$ cat src/efm_pkg.sv
// constants, types and carriers for the e1 framer mode control block
package efm_pkg;

    // ****************************************************************
    // register map and reset values
    // ****************************************************************
    localparam logic [4:0] REG_DLSEL = 5'h10;
    localparam logic [4:0] REG_MODE  = 5'h11;
    localparam logic [4:0] REG_NFA   = 5'h12;
    localparam logic [7:0] DLSEL_RST = 8'h00;
    localparam logic [7:0] MODE_RST  = 8'h00;
    localparam logic [7:0] NFA_RST   = 8'hBF;
    localparam logic [7:0] RD_NONE   = 8'h00;

    // ****************************************************************
    // field positions
    // ****************************************************************
    localparam int DL_AIS_CRIT  = 7;
    localparam int DL_PULSE_SRC = 6;
    localparam int DL_NAT_BUF   = 5;
    localparam int MD_INTL_FAS  = 7;
    localparam int MD_REM_MOD   = 6;
    localparam int MD_SRST      = 5;
    localparam int MD_RAI_MAN   = 4;
    localparam int MD_Y_MAN     = 3;
    localparam int MD_TXTR      = 2;
    localparam int MD_CRC_OFF   = 1;
    localparam int MD_IWK_OFF   = 0;
    localparam int NF_INTL_NFAS = 7;
    localparam int NF_REM_ALARM = 5;
    localparam int SA_W         = 5;

    // ****************************************************************
    // time slot zero layout, bit 1 of the slot is word bit 7
    // ****************************************************************
    localparam int TS_INTL   = 7;
    localparam int TS_FIXED  = 6;
    localparam int TS_ABIT   = 5;
    localparam logic [6:0] FAS_PATTERN = 7'h1B;
    localparam logic [4:0] SA4_ONLY    = 5'h10;
    localparam logic [7:0] TS0_RST     = 8'hFF;

    // ****************************************************************
    // alarm indication detection
    // ****************************************************************
    localparam logic [8:0] AIS_WIN_LAST   = 9'h1FF;
    localparam logic [1:0] AIS_ZERO_LIMIT = 2'h3;

    typedef enum logic [1:0] {
        AIS_CLR  = 2'b00,
        AIS_PEND = 2'b01,
        AIS_ON   = 2'b11
    } efm_ais_e;

    // ****************************************************************
    // carriers
    // ****************************************************************
    typedef struct packed {
        logic [4:0] addr;
        logic [7:0] wdata;
        logic       wr;
        logic       rd;
    } efm_cpu_s;

    typedef struct packed {
        logic bit_en;
        logic bit_val;
        logic sig_mf;
        logic crc_mf;
    } efm_rx_s;

    typedef struct packed {
        logic       frame_start;
        logic       frame_fas;
        logic       crc_bit;
        logic [4:0] nb_buf;
        logic [4:0] dl_bits;
        logic       man_y;
    } efm_tx_s;

    typedef struct packed {
        logic       tx_transparent;
        logic       crc_sync_en;
        logic       crc_interwork_en;
        logic       crc_remainder_modify;
        logic [4:0] dl_sa_active;
    } efm_ctl_s;

endpackage

$ cat src/efm_top.sv
// e1 framer mode control: control words, ais detection, ts0 word build
// Function
// - criteria zero: under three zeros per 512
// - criteria one: two consecutive quiet windows needed
// - multiframe pulse follows signalling or crc multiframe
// - national bits from buffer or control field
// - selected sa bits carry data link, termination
// - transparent mode forces sa4 as link
// - unselected sa bits come from national buffer or field
// - national field resets to bf (ones except bit six), feeds bits 4-8
// - international bits sent only without crc-4
// - crc remainder modify in transparent mode
// - soft reset rising edge restores defaults
// - automatic a bit follows basic sync
// - remote alarm bit in nfas bit three
// - remote alarm ignored while auto enabled
// - y bit automatic or manual
// - transparent passes backplane data unframed
// - crc sync overrides international bits
// - interworking follows its disable bit
`timescale 1ns/1ps

module efm_top
    import efm_pkg::*;
(
    input  wire logic       ref_clk,
    input  wire logic       rst,
    input  wire efm_cpu_s   cpu_req,
    output logic [7:0]      cpu_rdata,
    input  wire efm_rx_s    rx,
    input  wire logic       basic_sync_ok,
    input  wire logic       mf_aligned,
    input  wire efm_tx_s    tx,
    input  wire logic [7:0] backplane_tx_data_in,
    output logic            ais_detect,
    output logic            rx_multiframe_pulse,
    output logic [7:0]      tx_ts0_word,
    output logic            tx_y_bit,
    output efm_ctl_s        ctl
);

    // ****************************************************************
    // state
    // ****************************************************************
    typedef struct packed {
        logic [7:0] dl_sel;
        logic [7:0] mode;
        logic [7:0] nfa;
        logic [7:0] rdata;
        logic [8:0] bit_cnt;
        logic [1:0] zeros;
        efm_ais_e   ais;
        logic       mf_pulse;
        logic [7:0] ts0;
        logic       y_bit;
    } efm_state_s;

    localparam efm_state_s STATE_RST = '{
        dl_sel:   DLSEL_RST,
        mode:     MODE_RST,
        nfa:      NFA_RST,
        rdata:    RD_NONE,
        bit_cnt:  9'h000,
        zeros:    2'h0,
        ais:      AIS_CLR,
        mf_pulse: 1'b0,
        ts0:      TS0_RST,
        y_bit:    1'b1
    };

    efm_state_s s_r;
    efm_state_s s_nxt;

    logic       win_end;
    logic [1:0] zeros_now;
    logic       win_quiet;
    logic       soft_rst;
    logic       transp;
    logic [4:0] link_sel;

    // ****************************************************************
    // register read decode
    // ****************************************************************
    function automatic logic [7:0] reg_read(
        input logic [4:0] addr,
        input efm_state_s st
    );
        logic [7:0] v;
        v = RD_NONE;
        if (addr == REG_DLSEL)
            v = st.dl_sel;
        else if (addr == REG_MODE)
            v = st.mode;
        else if (addr == REG_NFA)
            v = st.nfa;
        return v;
    endfunction

    // ****************************************************************
    // helpers shared by logic and checks
    // ****************************************************************
    assign transp    = s_r.mode[MD_TXTR];
    assign win_end   = rx.bit_en && (s_r.bit_cnt == AIS_WIN_LAST);
    assign zeros_now = (!rx.bit_val && (s_r.zeros != AIS_ZERO_LIMIT))
                       ? s_r.zeros + 2'h1 : s_r.zeros;
    assign win_quiet = zeros_now != AIS_ZERO_LIMIT;
    assign soft_rst  = cpu_req.wr && (cpu_req.addr == REG_MODE)
                       && cpu_req.wdata[MD_SRST] && !s_r.mode[MD_SRST];
    assign link_sel  = transp ? SA4_ONLY : s_r.dl_sel[SA_W-1:0];

    // ****************************************************************
    // next state
    // ****************************************************************
    always_comb
    begin
        logic [4:0] nat;
        logic [4:0] sa;
        logic       intl;
        logic       a_bit;
        s_nxt = s_r;
        nat   = 5'h00;
        sa    = 5'h00;
        intl  = 1'b0;
        a_bit = 1'b0;

        // host writes; bit six of nfa is stored as written
        if (cpu_req.wr)
        begin
            if (cpu_req.addr == REG_DLSEL)
                s_nxt.dl_sel = cpu_req.wdata;
            else if (cpu_req.addr == REG_MODE)
                s_nxt.mode = cpu_req.wdata;
            else if (cpu_req.addr == REG_NFA)
                s_nxt.nfa = cpu_req.wdata;
        end
        if (cpu_req.rd)
            s_nxt.rdata = reg_read(cpu_req.addr, s_r);

        // 512-bit window, zero count saturates at the limit
        if (rx.bit_en)
        begin
            if (win_end)
            begin
                s_nxt.bit_cnt = 9'h000;
                s_nxt.zeros   = 2'h0;
                if (!win_quiet)
                    s_nxt.ais = AIS_CLR;
                else if (!s_r.dl_sel[DL_AIS_CRIT])
                    s_nxt.ais = AIS_ON;
                else
                begin
                    case (s_r.ais)
                        AIS_CLR:  s_nxt.ais = AIS_PEND;
                        AIS_PEND: s_nxt.ais = AIS_ON;
                        AIS_ON:   s_nxt.ais = AIS_ON;
                        default:  s_nxt.ais = AIS_CLR;
                    endcase
                end
            end
            else
            begin
                s_nxt.bit_cnt = s_r.bit_cnt + 9'h001;
                s_nxt.zeros   = zeros_now;
            end
        end

        s_nxt.mf_pulse = s_r.dl_sel[DL_PULSE_SRC] ? rx.crc_mf : rx.sig_mf;

        nat = s_r.dl_sel[DL_NAT_BUF] ? tx.nb_buf : s_r.nfa[SA_W-1:0];
        sa  = (link_sel & tx.dl_bits) | (~link_sel & nat);
        if (!s_r.mode[MD_CRC_OFF])
            intl = tx.crc_bit;
        else if (tx.frame_fas)
            intl = s_r.mode[MD_INTL_FAS];
        else
            intl = s_r.nfa[NF_INTL_NFAS];
        a_bit = s_r.mode[MD_RAI_MAN] ? s_r.nfa[NF_REM_ALARM] : !basic_sync_ok;

        // word loaded only at frame start or by soft reset
        if (tx.frame_start)
        begin
            if (transp)
            begin
                s_nxt.ts0 = backplane_tx_data_in;
                if (!tx.frame_fas)
                    s_nxt.ts0[SA_W-1] = tx.dl_bits[SA_W-1];
            end
            else if (tx.frame_fas)
                s_nxt.ts0 = {intl, FAS_PATTERN};
            else
                s_nxt.ts0 = {intl, 1'b1, a_bit, sa};
            s_nxt.y_bit = s_r.mode[MD_Y_MAN] ? tx.man_y : !mf_aligned;
        end

        if (soft_rst)
            s_nxt = STATE_RST;
    end

    always_ff @(posedge ref_clk)
    begin
        if (rst)
            s_r <= STATE_RST;
        else
            s_r <= s_nxt;
    end

    // ****************************************************************
    // outputs
    // ****************************************************************
    assign cpu_rdata           = s_r.rdata;
    assign ais_detect          = (s_r.ais == AIS_ON);
    assign rx_multiframe_pulse = s_r.mf_pulse;
    assign tx_ts0_word         = s_r.ts0;
    assign tx_y_bit            = s_r.y_bit;
    assign ctl.tx_transparent       = transp;
    assign ctl.crc_sync_en          = !s_r.mode[MD_CRC_OFF];
    assign ctl.crc_interwork_en     = !s_r.mode[MD_IWK_OFF];
    assign ctl.crc_remainder_modify = transp && s_r.mode[MD_REM_MOD];
    assign ctl.dl_sa_active         = link_sel;
endmodule

$ cat config.mk
export PLATFORM = sky130hd
export DESIGN_NAME = efm_top
export DESIGN_NICKNAME = d
export VERILOG_FILES = /design/src/efm_pkg.sv /design/src/efm_top.sv
export SDC_FILE = /design/constraint.sdc
export NUM_CORES = 1
export LEC_CHECK = 0
export BUFFER_PORTS_ARGS = -buffer_cell sky130_fd_sc_hd__buf_4
export CAP_MARGIN = 20
export CORE_MARGIN = 1.5
export CORE_UTILIZATION = 57
export DETAILED_ROUTE_END_ITERATION = 7
export PLACE_DENSITY_LB_ADDON = 0.1
export REMOVE_ABC_BUFFERS = 1
export SYNTH_ARGS = -nofsm -noshare
export SYNTH_HDL_FRONTEND = slang
export SYNTH_SLANG_ARGS = --single-unit
export TNS_END_PERCENT = 30
$ cat constraint.sdc
create_clock -name ref_clk -period 2.3 [get_ports ref_clk]
set_input_delay 0 -clock ref_clk [delete_from_list [all_inputs] [get_ports ref_clk]]
set_output_delay 0 -clock ref_clk [all_outputs]
set_load 0.02 [all_outputs]
**Yosys cells after proc, flatten, opt, wreduce, memory -nomap -nowiden**

Index checks and enable logic that the tools add are counted.

- Output and inout port bits: 28
- Memories: 0
- Word-level logic and storage cells: 63
- Bits in latches: 0
- ROM bits: 0
- RAM bits: 0
- Register bits after elaboration: 55

- $add $sub $neg: 2
- $mul: 0
- $lt $le $gt $ge: 0
- Div/mod/pow operators: 0
- Shift operators: 0
- Multiplexer cells: 18
- Reduce and logical (&&, ||, !) cells: 19
- Eq/ne operators: 8
- Bitwise gates (word level): 6

Operators by type and width:

| cell | number |
|---|---|
| 2-to-1 mux 8 bit | 4 |
| == test 5 bit, second input constant | 3 |
| 2-to-1 mux 11 bit | 1 |
| bitwise AND 5 bit | 2 |
| 2-to-1 mux 5 bit | 2 |
| adder 9 x 1 -> 9 bit, second input constant | 1 |
| == test 9 bit, second input constant | 1 |
| 2-to-1 mux 7 bit | 1 |
| logical AND 1 bit | 6 |
| zero test 1 bit | 6 |
| 2-to-1 mux 1 bit | 6 |
| 2-to-1 mux 2 bit | 3 |
| inverter 5 bit | 1 |
| OR 5 bit | 1 |
| != test 2 bit, second input constant | 2 |
| one-hot mux 2 bit (2 select lines) | 1 |
| AND reduction 2 bit | 2 |
| AND reduction 4 bit | 1 |
| OR reduction 2 bit | 2 |
| AND reduction 3 bit | 1 |
| adder 2 x 1 -> 2 bit, second input constant | 1 |
| == test 2 x 1 -> 1 bit, second input constant | 1 |
| == test 2 bit, second input constant | 1 |
| zero test 2 bit | 1 |
| inverter 1 bit | 2 |

**Depth between registers and ports, before layout**

Gate-level depths: netlist of run 1.

- Word-level depth: 6
- Mapped depth: 8

**Worst setup path after synthesis of run 1**

No wires, ideal clock.

- Path type: flip-flop to flip-flop
- Start: reg s_r[14] in the netlist's numbering
- End: reg s_r[20] in the netlist's numbering
- Setup slack: 0.742 ns
- Clock period less this slack: 1.558 ns
- Stages on the path, launching flop included: 8
- Data arrival time: 1.488 ns
- Cells stage by stage: dfxtp_1 ha_1 nand3_1 nor2_1 ha_1 nand2b_1 or3_1 a21oi_1

- Word-level cells in the longest chain between the ends: 3
- Elaborated cells between the ends (all ways): 4
- Classes of those cells: 1 x add/sub; 1 x eq/ne; 1 x mux; 1 x reduce/logical

Ends and longest elaborated chain:

| what | RTL line | source |
|---|---|---|
| start: declaration | efm_top.sv:71 | `efm_state_s s_r;` |
| start signal: assignment | efm_top.sv:204 | `s_r <= s_nxt;` |
| parallel branches: the longest is 2 deep, another holds adder 9 x 1 -> 9 bit | n/a |  |
| 2-to-1 mux 11 bit (*) | efm_top.sv:142 | `if (win_end)` |

Mark *: on every way between the ends.
A chain may end at the register's enable or synchronous reset.

**Worst setup path after layout of run 1**

- Start: reg s_r[14] in the netlist's numbering
- End: reg s_r[11] in the netlist's numbering

- Word-level cells in the longest chain between the ends: 3

Ends and longest elaborated chain:

| what | RTL line | source |
|---|---|---|
| == test 9 bit | efm_top.sv:103 | `assign win_end = rx.bit_en && (s_r.bit_cnt == AIS_WIN_LAST);` |
| logical AND 1 bit | efm_top.sv:103 |  |
| AND reduction 2 bit (no source line) | n/a |  |

Every way passes these cells.

==> flow_metrics.py, run 1 <==
metrics = {
    "yosys": {
        "syn_inst": 339,
        "library_cells_used_by_synthesis": 47,
        "synth_area_per_cell_um2": 8.26,
        "synth_warnings": 0,
        "yosys.area.top_type": "dfxtp_1",
        "synth-seq-cells": 55,
        "synth.yosys.seq_area_share_pct": 39.3,
        "ys_dominant_reg_cell": "dfxtp_1",
        "synth_area_mm2": 0.00280,
        "synthTopCellsByArea": "dfxtp_1 (39%), nand2_1 (6.3%), a21oi_1 (5.4%)",
        "async_reset_ff_share_pct": 0,
        "synth_enable_flop_cells": 0,
        "synth_top_cell_area_share_pct": 39.3,
    },
    "floorplanning": {
        "core_region_area_mm2": 0.00472,
        "die_area_mm2": 0.00534,
        "core.rowCount": 25,
        "initial_core_util_pct": 59.3,
        "boundaryPins": 73,
        "vert_die_dim_um": 73.1,
        "die_x_um": 73.1,
    },
    "power": {
        "net_load_switching_power_mw": 0.448,
        "static_leakage_nw": 1.50,
        "peakVddDrop_uv": 369,
        "pwr-share-seq_pct": 54.2,
        "power-per-cell-area_mw_per_mm2": 529,
        "pnr_total_power_mw": 1.84,
        "internal-power_mw": 1.39,
        "power_frac_clock_pct": 31.3,
        "switching_share_pct": 24.4,
        "comb_power_share_pct": 14.5,
    },
    "timing": {
        "rsz0062_at_grt": "no",
        "timing_worst_slew_pin_value_ns": 0.770,
        "hold_viol": 0,
        "fin_setup_tns_ns": 0,
        "fin_skew_ns": 0.00305,
        "slew_headroom_pct": 48.6,
        "period_share_pct": 76.2,
        "report.final.slew_viol_count": 0,
        "finalSetupViolCount": 0,
        "fin_crit_ns": 1.75,
        "clock.fmax_mhz": 570,
    },
    "cts": {
        "cts_htree_levels": 2,
        "cts_post_setup_buffers_inserted": 0,
        "cts_tree": "built",
        "clock_insertion_delay_worst_skew_ns": 0.30,
        "tritoncts_num_sinks": 55,
        "tritoncts.num_buffers": 5,
        "cts-resized-gates": 0,
        "ctsRootBufferMaster": "clkbuf_8",
        "clk_transition_reported_paths_ns": 0.09,
        "clock_tree.buffer_depth": 2,
        "ctsHoldBuffers": 12,
    },
    "grt": {
        "number_of_antenna_violations_at_the_first_check_in_global_routing": 0,
        "global_route.overflow_total": 0,
        "wire_length_of_the_first_global_routing_pass_um": 10700,
        "globalRouteTotalUtil_pct": 25.5,
        "globalRoute.busiestLayer": "met2",
        "grtUsageMet3_pct": 4.42,
        "first_global_vias": 2306,
        "grt_max_degree": 26,
        "groute.layer.met1.usage_pct": 32.1,
        "grt.met2_usage_pct": 43.3,
    },
    "placed_design": {
        "globalplace.congestion": 0.860,
        "buffer_ports.inserted": 72,
        "placed_cells": 447,
        "cell_area_placed_mm2": 0.00325,
        "detailedPlacementHpwl_um": 4590,
    },
    "detailed_routing": {
        "drt-pass1-iter-count": 4,
        "route.final.wire_length_um": 6560,
        "drt_drc_violations_left": 0,
        "routed_wire_per_std_cell_um": 14.0,
        "drt_iter0_markers": 111,
        "drt.antenna.violating_nets": 0,
        "dr_total_vias": 2521,
        "vias_per_cell": 5.40,
    },
    "status": {
        "status": "completed",
    },
    "critical_path": {
        "critical_path_peak_fanout": 7,
        "worstSetupPathType": "reg2reg",
        "required_time_of_the_critical_path_ns": 2.55,
        "crit-reg2reg-capture": "s_r[11]",
        "crit_arrival_ns": 2.00,
        "number_of_cells_traversed_by_the_worst_register_to_register_path": 8,
        "worstReg2RegStart": "s_r[14]",
        "r2r_setup_slack_ns": 0.55,
        "timing.critical_path.slowest_cell_delay_ns": 0.43,
        "timing.critical_path.from_type": "flop",
        "cp-end-kind": "flop",
        "timing.critical_path.max_delay_family": "simple AND/OR/NAND/NOR gates",
        "timing.critical_path.slowest_stage_cell": "dfxtp_1",
        "cp_cell_sequence": "ha_1, nand3_1, nor2_1, ha_1, nand2_1, a21oi_1, a22oi_1, nor2_1",
        "critPathBufInv": 0,
    },
    "finish": {
        "antenna_cells_inserted": 0,
        "count_of_non_filler_cells_in_the_finished_layout": 467,
        "nNetsFinal": 447,
        "layout.cell_area.non_filler_mm2": 0.00347,
        "filler_cell_count": 391,
        "final_layout_size_suffix_gt1_share_pct": 22.5,
        "area_growth_pct": 23.9,
    },
    "hold_path": {
        "end_point_of_the_most_critical_hold_path": "tx_y_bit",
        "hold_class": "in2reg",
        "worst_hold_path.num_cells": 4,
        "holdCritStartpoint": "mf_aligned",
    },
    "flow_run": {
        "max_cap_viol_count": 0,
    },
}
## through the flow
step	setup slack (ns)	hold WS, ns	utilization, %
2_1_floorplan	0.517	0.0761	-
3_3_place_gp	0.598	0.205	68.8
3_5_place_dp	0.579	0.205	68.8
4_1_cts	0.557	0.00726	73.5
5_1_grt	0.340	0.0299	73.5
6_report	0.547	0.00817	73.5
## power groups by stage
stage	Combinational [mW]	Clock, mW	Sequential [mW]
floorplan	0.0864	0	1.04
detailed placement	0.249	0	1.02
finish	0.266	0.575	0.995
global placement	0.245	0	1.02
global route	0.288	0.616	0.999
CTS	0.266	0.584	0.995
## worst register-to-register path, cell delays in order, from the launching register on
cell,delay (ns)
dfxtp_1,0.43
ha_1,0.21
nand3_1,0.09
nor2_1,0.13
ha_1,0.25
nand2_1,0.20
a21oi_1,0.22
a22oi_1,0.09
nor2_1,0.09
## per-layer routing
metal | vias to the layer above | share of wire [%]
met5 | - | 0
met4 | 0 | 2.0
met3 | 11 | 6.2
met2 | 83 | 47
met1 | 1140 | 44
li1 | 1287 | -
## sequential cells by signal, summed over array words and instances, names as in the netlist
name / cells
rx_multiframe_pulse: 1
cpu_rdata: 8
tx_y_bit: 1
ctl: 1
tx_ts0_word: 8
s_r: 36
## worst max path at each step
stage | startpoint | end | cells after the start
2_1_floorplan | s_r[44] | s_r[16] | 4
3_3_place_gp | cpu_req[13] | s_r[53] | 6
3_5_place_dp | cpu_req[13] | s_r[49] | 6
4_1_cts | s_r[14] | s_r[11] | 8
5_1_grt | s_r[14] | s_r[11] | 8
6_report | s_r[14] | s_r[11] | 8
## area by class of cell
| cell class | count | area, µm² | share of cell area (%) |
|---|---|---|---|
| clock buffer | 8 | 100 | 2.88 |
| inverter | 10 | 37.5 | 1.08 |
| multi-input combinational | 238 | 1440 | 41.4 |
| sequential | 55 | 1100 | 31.7 |
| tap | 67 | 83.8 | 2.42 |
| timing repair buffer | 89 | 711 | 20.5 |
## placed cells by master (no fill, tap or decap), types with 3 or more instances in the layout
cell type | synthesis | layout
o221ai_1 | 5 | 5
dlygate4sd3_1 | 0 | 12
nand2_1 | 47 | 47
o211a_1 | 5 | 5
o211ai_1 | 12 | 12
nor2_1 | 27 | 27
buf_4 | 17 | 76
nand2b_1 | 8 | 8
clkbuf_8 | 0 | 7
inv_1 | 10 | 10
nor2b_1 | 8 | 8
nand3_1 | 11 | 11
mux2i_1 | 14 | 14
nand4_1 | 4 | 4
nand3b_1 | 5 | 5
xor2_1 | 3 | 3
nor3_1 | 6 | 6
ha_1 | 3 | 3
o21ai_0 | 17 | 17
dfxtp_1 | 55 | 55
a21oi_1 | 30 | 30
and3_1 | 3 | 3
## synthesized netlist by cell type (5+ instances only)
master	number
nand3_1	11
nor2_1	27
dfxtp_1	55
nor2b_1	8
o211a_1	5
nand3b_1	5
buf_4	17
nand2b_1	8
nand2_1	47
o21ai_0	17
o221ai_1	5
inv_1	10
clkbuf_1	10
mux2i_1	14
a21oi_1	30
o211ai_1	12
nor3_1	6
## kinds of logic after synthesis
logic type / synth area share, %
AOI/OAI and AO/OA: 18.6
xor gates and xnor gates: 1.25
adders and majority gates: 1.34
buffers and inverters: 9.65
DFF: 39.3
muxes: 5.41
and+or+nand+nor: 24.4
(Power assumes the default switching activity.)
==> run 2, diff against run 1 <==
Settings changed: ABC_AREA from default to 1, CORE_UTILIZATION 57 to 53.
Clock period 2.3 ns to 1.7 ns, I/O delays scaled along.
==> run 2 against run 1 <==
Effect of this change:
- sequential share of layout area down 0.97 points
- final cell count rose by 17%
- largest power group unchanged
- non-clock buffer count up 7
- critical path type unchanged
- the run now ends with hold timing left
==> flow_metrics.py, run 2 <==
metrics = {
    "status": {
        "status": "finished, violations left",
        "violations_in_the_final_reports": "hold timing",
    },
    "placed_design": {
        "globalplace.congestion": 0.845,
        "placed_cells": 526,
        "detailedPlacementHpwl_um": 5080,
        "buffer_ports.inserted": 72,
    },
    "grt": {
        "groute.layer.met1.usage_pct": 33.8,
        "grtUsageMet3_pct": 5.56,
        "globalRouteTotalUtil_pct": 26.8,
        "first_global_vias": 2489,
        "global_route.overflow_total": 0,
        "grt_max_degree": 19,
        "grt.met2_usage_pct": 45.9,
        "number_of_antenna_violations_at_the_first_check_in_global_routing": 0,
        "wire_length_of_the_first_global_routing_pass_um": 11500,
        "globalRoute.busiestLayer": "met2",
    },
    "critical_path": {
        "timing.critical_path.slowest_cell_delay_ns": 0.34,
        "cp_cell_sequence": "ha_2, nand3_1, nor2_2, and3_1, ha_2, nor2_1, o21ai_0, nor2_1",
        "critical_path_peak_fanout": 5,
        "cp-end-kind": "flop",
        "required_time_of_the_critical_path_ns": 1.95,
        "timing.critical_path.from_type": "flop",
        "timing.critical_path.slowest_stage_cell": "dfxtp_2",
        "worstSetupPathType": "reg2reg",
        "crit_arrival_ns": 1.82,
    },
    "cts": {
        "tritoncts_num_sinks": 55,
        "tritoncts.num_buffers": 5,
        "clock_insertion_delay_worst_skew_ns": 0.32,
        "cts_post_setup_buffers_inserted": 0,
        "cts_htree_levels": 2,
        "cts_tree": "built",
        "clk_transition_reported_paths_ns": 0.10,
        "ctsRootBufferMaster": "clkbuf_8",
        "clock_tree.buffer_depth": 2,
    },
    "power": {
        "power-per-cell-area_mw_per_mm2": 682,
        "peakVddDrop_uv": 507,
        "static_leakage_nw": 1.65,
    },
    "floorplanning": {
        "initial_core_util_pct": 55.1,
        "die_area_mm2": 0.00576,
        "core_region_area_mm2": 0.00511,
        "core.rowCount": 26,
        "die_x_um": 75.9,
        "boundaryPins": 73,
        "vert_die_dim_um": 75.9,
    },
    "finish": {
        "area_growth_pct": 27.4,
        "registers.top_by_ff_count": "s_r",
        "antenna_cells_inserted": 0,
        "nNetsFinal": 524,
        "largest_register_ff_count": 36,
        "layout_common_cells": "nand2_1 (91), buf_4 (82), dfxtp_1 (53)",
        "count_of_non_filler_cells_in_the_finished_layout": 547,
        "most_common_cell_after_layout_fill_and_taps_aside": "nand2_1",
        "final_layout_size_suffix_gt1_share_pct": 24.3,
        "filler_cell_count": 476,
    },
    "detailed_routing": {
        "vias_per_cell": 5.13,
        "route.final.wire_length_um": 7160,
        "drt-pass1-iter-count": 4,
        "drt.antenna.violating_nets": 0,
        "routed_wire_per_std_cell_um": 13.1,
        "dr_total_vias": 2806,
        "drt_iter0_markers": 169,
        "drt_drc_violations_left": 0,
    },
    "yosys": {
        "synth_top_cell_area_share_pct": 39.1,
        "top_post_synthesis_cells_by_count": "nand2_1 (92), dfxtp_1 (55), nor2_1 (44), inv_1 (41), a21oi_1 (32)",
        "ys_dominant_reg_cell": "dfxtp_1",
        "library_cells_used_by_synthesis": 30,
        "yosys.area.top_type": "dfxtp_1",
        "synth.yosys.seq_area_share_pct": 39.1,
        "synth_warnings": 0,
        "synth_area_per_cell_um2": 7.04,
        "async_reset_ff_share_pct": 0,
        "synth_enable_flop_cells": 0,
        "yosys.cell_count.top_type": "nand2_1",
        "synth-seq-cells": 55,
        "synth_area_mm2": 0.00282,
        "synthTopCellsByArea": "dfxtp_1 (39%), nand2_1 (12%), nor2_1 (5.9%)",
        "syn_inst": 400,
    },
    "timing": {
        "fin_skew_ns": 0.00964,
        "period_share_pct": 92.4,
        "final.hold.worst_slack_ns": -0.00118,
        "fin_crit_ns": 1.57,
        "report.final.slew_viol_count": 0,
        "timing_worst_slew_pin_value_ns": 0.465,
        "clock.fmax_mhz": 636,
        "slew_headroom_pct": 69.0,
        "fin_setup_tns_ns": 0,
        "finalSetupViolCount": 0,
        "hold_viol": 2,
    },
    "flow_run": {
        "max_cap_viol_count": 0,
    },
    "hold_path": {
        "hold_class": "in2reg",
    },
}
## run 2: path summary, 6_finish.rpt
check,from,end,slack [ns],cells after the start
worst max-delay path,s_r[14],s_r[14],0.13,8
worst min-delay path,backplane_tx_data_in[7],tx_ts0_word[7],-0.001,5
worst max register to register,s_r[14],s_r[14],0.13,8
worst min register to register,s_r[37],s_r[37],0.48,2
## run 2: critical path: cells and delay by family, from the launching register on
family / cells / cell delay, ns
flops: 1 / 0.34
compound gates: 1 / 0.14
fa+ha+maj: 2 / 0.36
simple gates: 5 / 0.67
## run 2: area by class of cell
cell class                      count  area [µm²]  share of cell area [%]
Inverter                           46         173                    4.81
Timing Repair Buffer               96         766                    21.3
Sequential cell                    55        1100                    30.8
Tap cell                           70        87.6                    2.44
Clock inverter                      1        5.00                   0.140
Clock buffer                        7        76.3                    2.13
Multi-Input combinational cell    272        1380                    38.4
## run 2: repair_timing
action | 4_1_cts | 5_1_grt
hold buffers | 13 | 0
setup endpoints to repair | 0 | 13
hold endpoints to repair | 27 | 0
gates resized for setup | 0 | 8
## run 2: kinds of logic after synthesis
group / count (synthesis) / share of synthesized area (%)
DFF: 55 / 39.1
adders and majority gates: 3 / 1.33
and+or+nand+nor: 188 / 30.7
buffers and inverters: 73 / 12.6
AOI/OAI and AO/OA: 75 / 14.4
xor gates and xnor gates: 6 / 1.87
## run 2: through the flow
step	total power, mW	cell area, µm²	setup slack, ns	utilization [%]
6_report	2.45	3590	0.128	70.2
2_1_floorplan	1.54	2630	0.288	-
4_1_cts	2.44	3570	0.0730	69.8
3_3_place_gp	1.72	3360	0.165	65.7
3_5_place_dp	1.72	3360	0.0853	65.7
5_1_grt	2.55	3590	-0.0192	70.2
## run 2: metal layers
| layer | routed length (µm) | share of wire, % |
|---|---|---|
| met1 | 3120 | 44 |
| met2 | 3420 | 48 |
| met3 | 523 | 7.3 |
| met4 | 99 | 1.4 |
| met5 | 0 | 0 |
## run 2: report_power, final
part	internal (mW)	switching, mW	total (mW)
logic	0.182	0.194	0.376
registers	1.32	0.0199	1.34
clock network	0.291	0.436	0.727
total	1.80	0.650	2.45
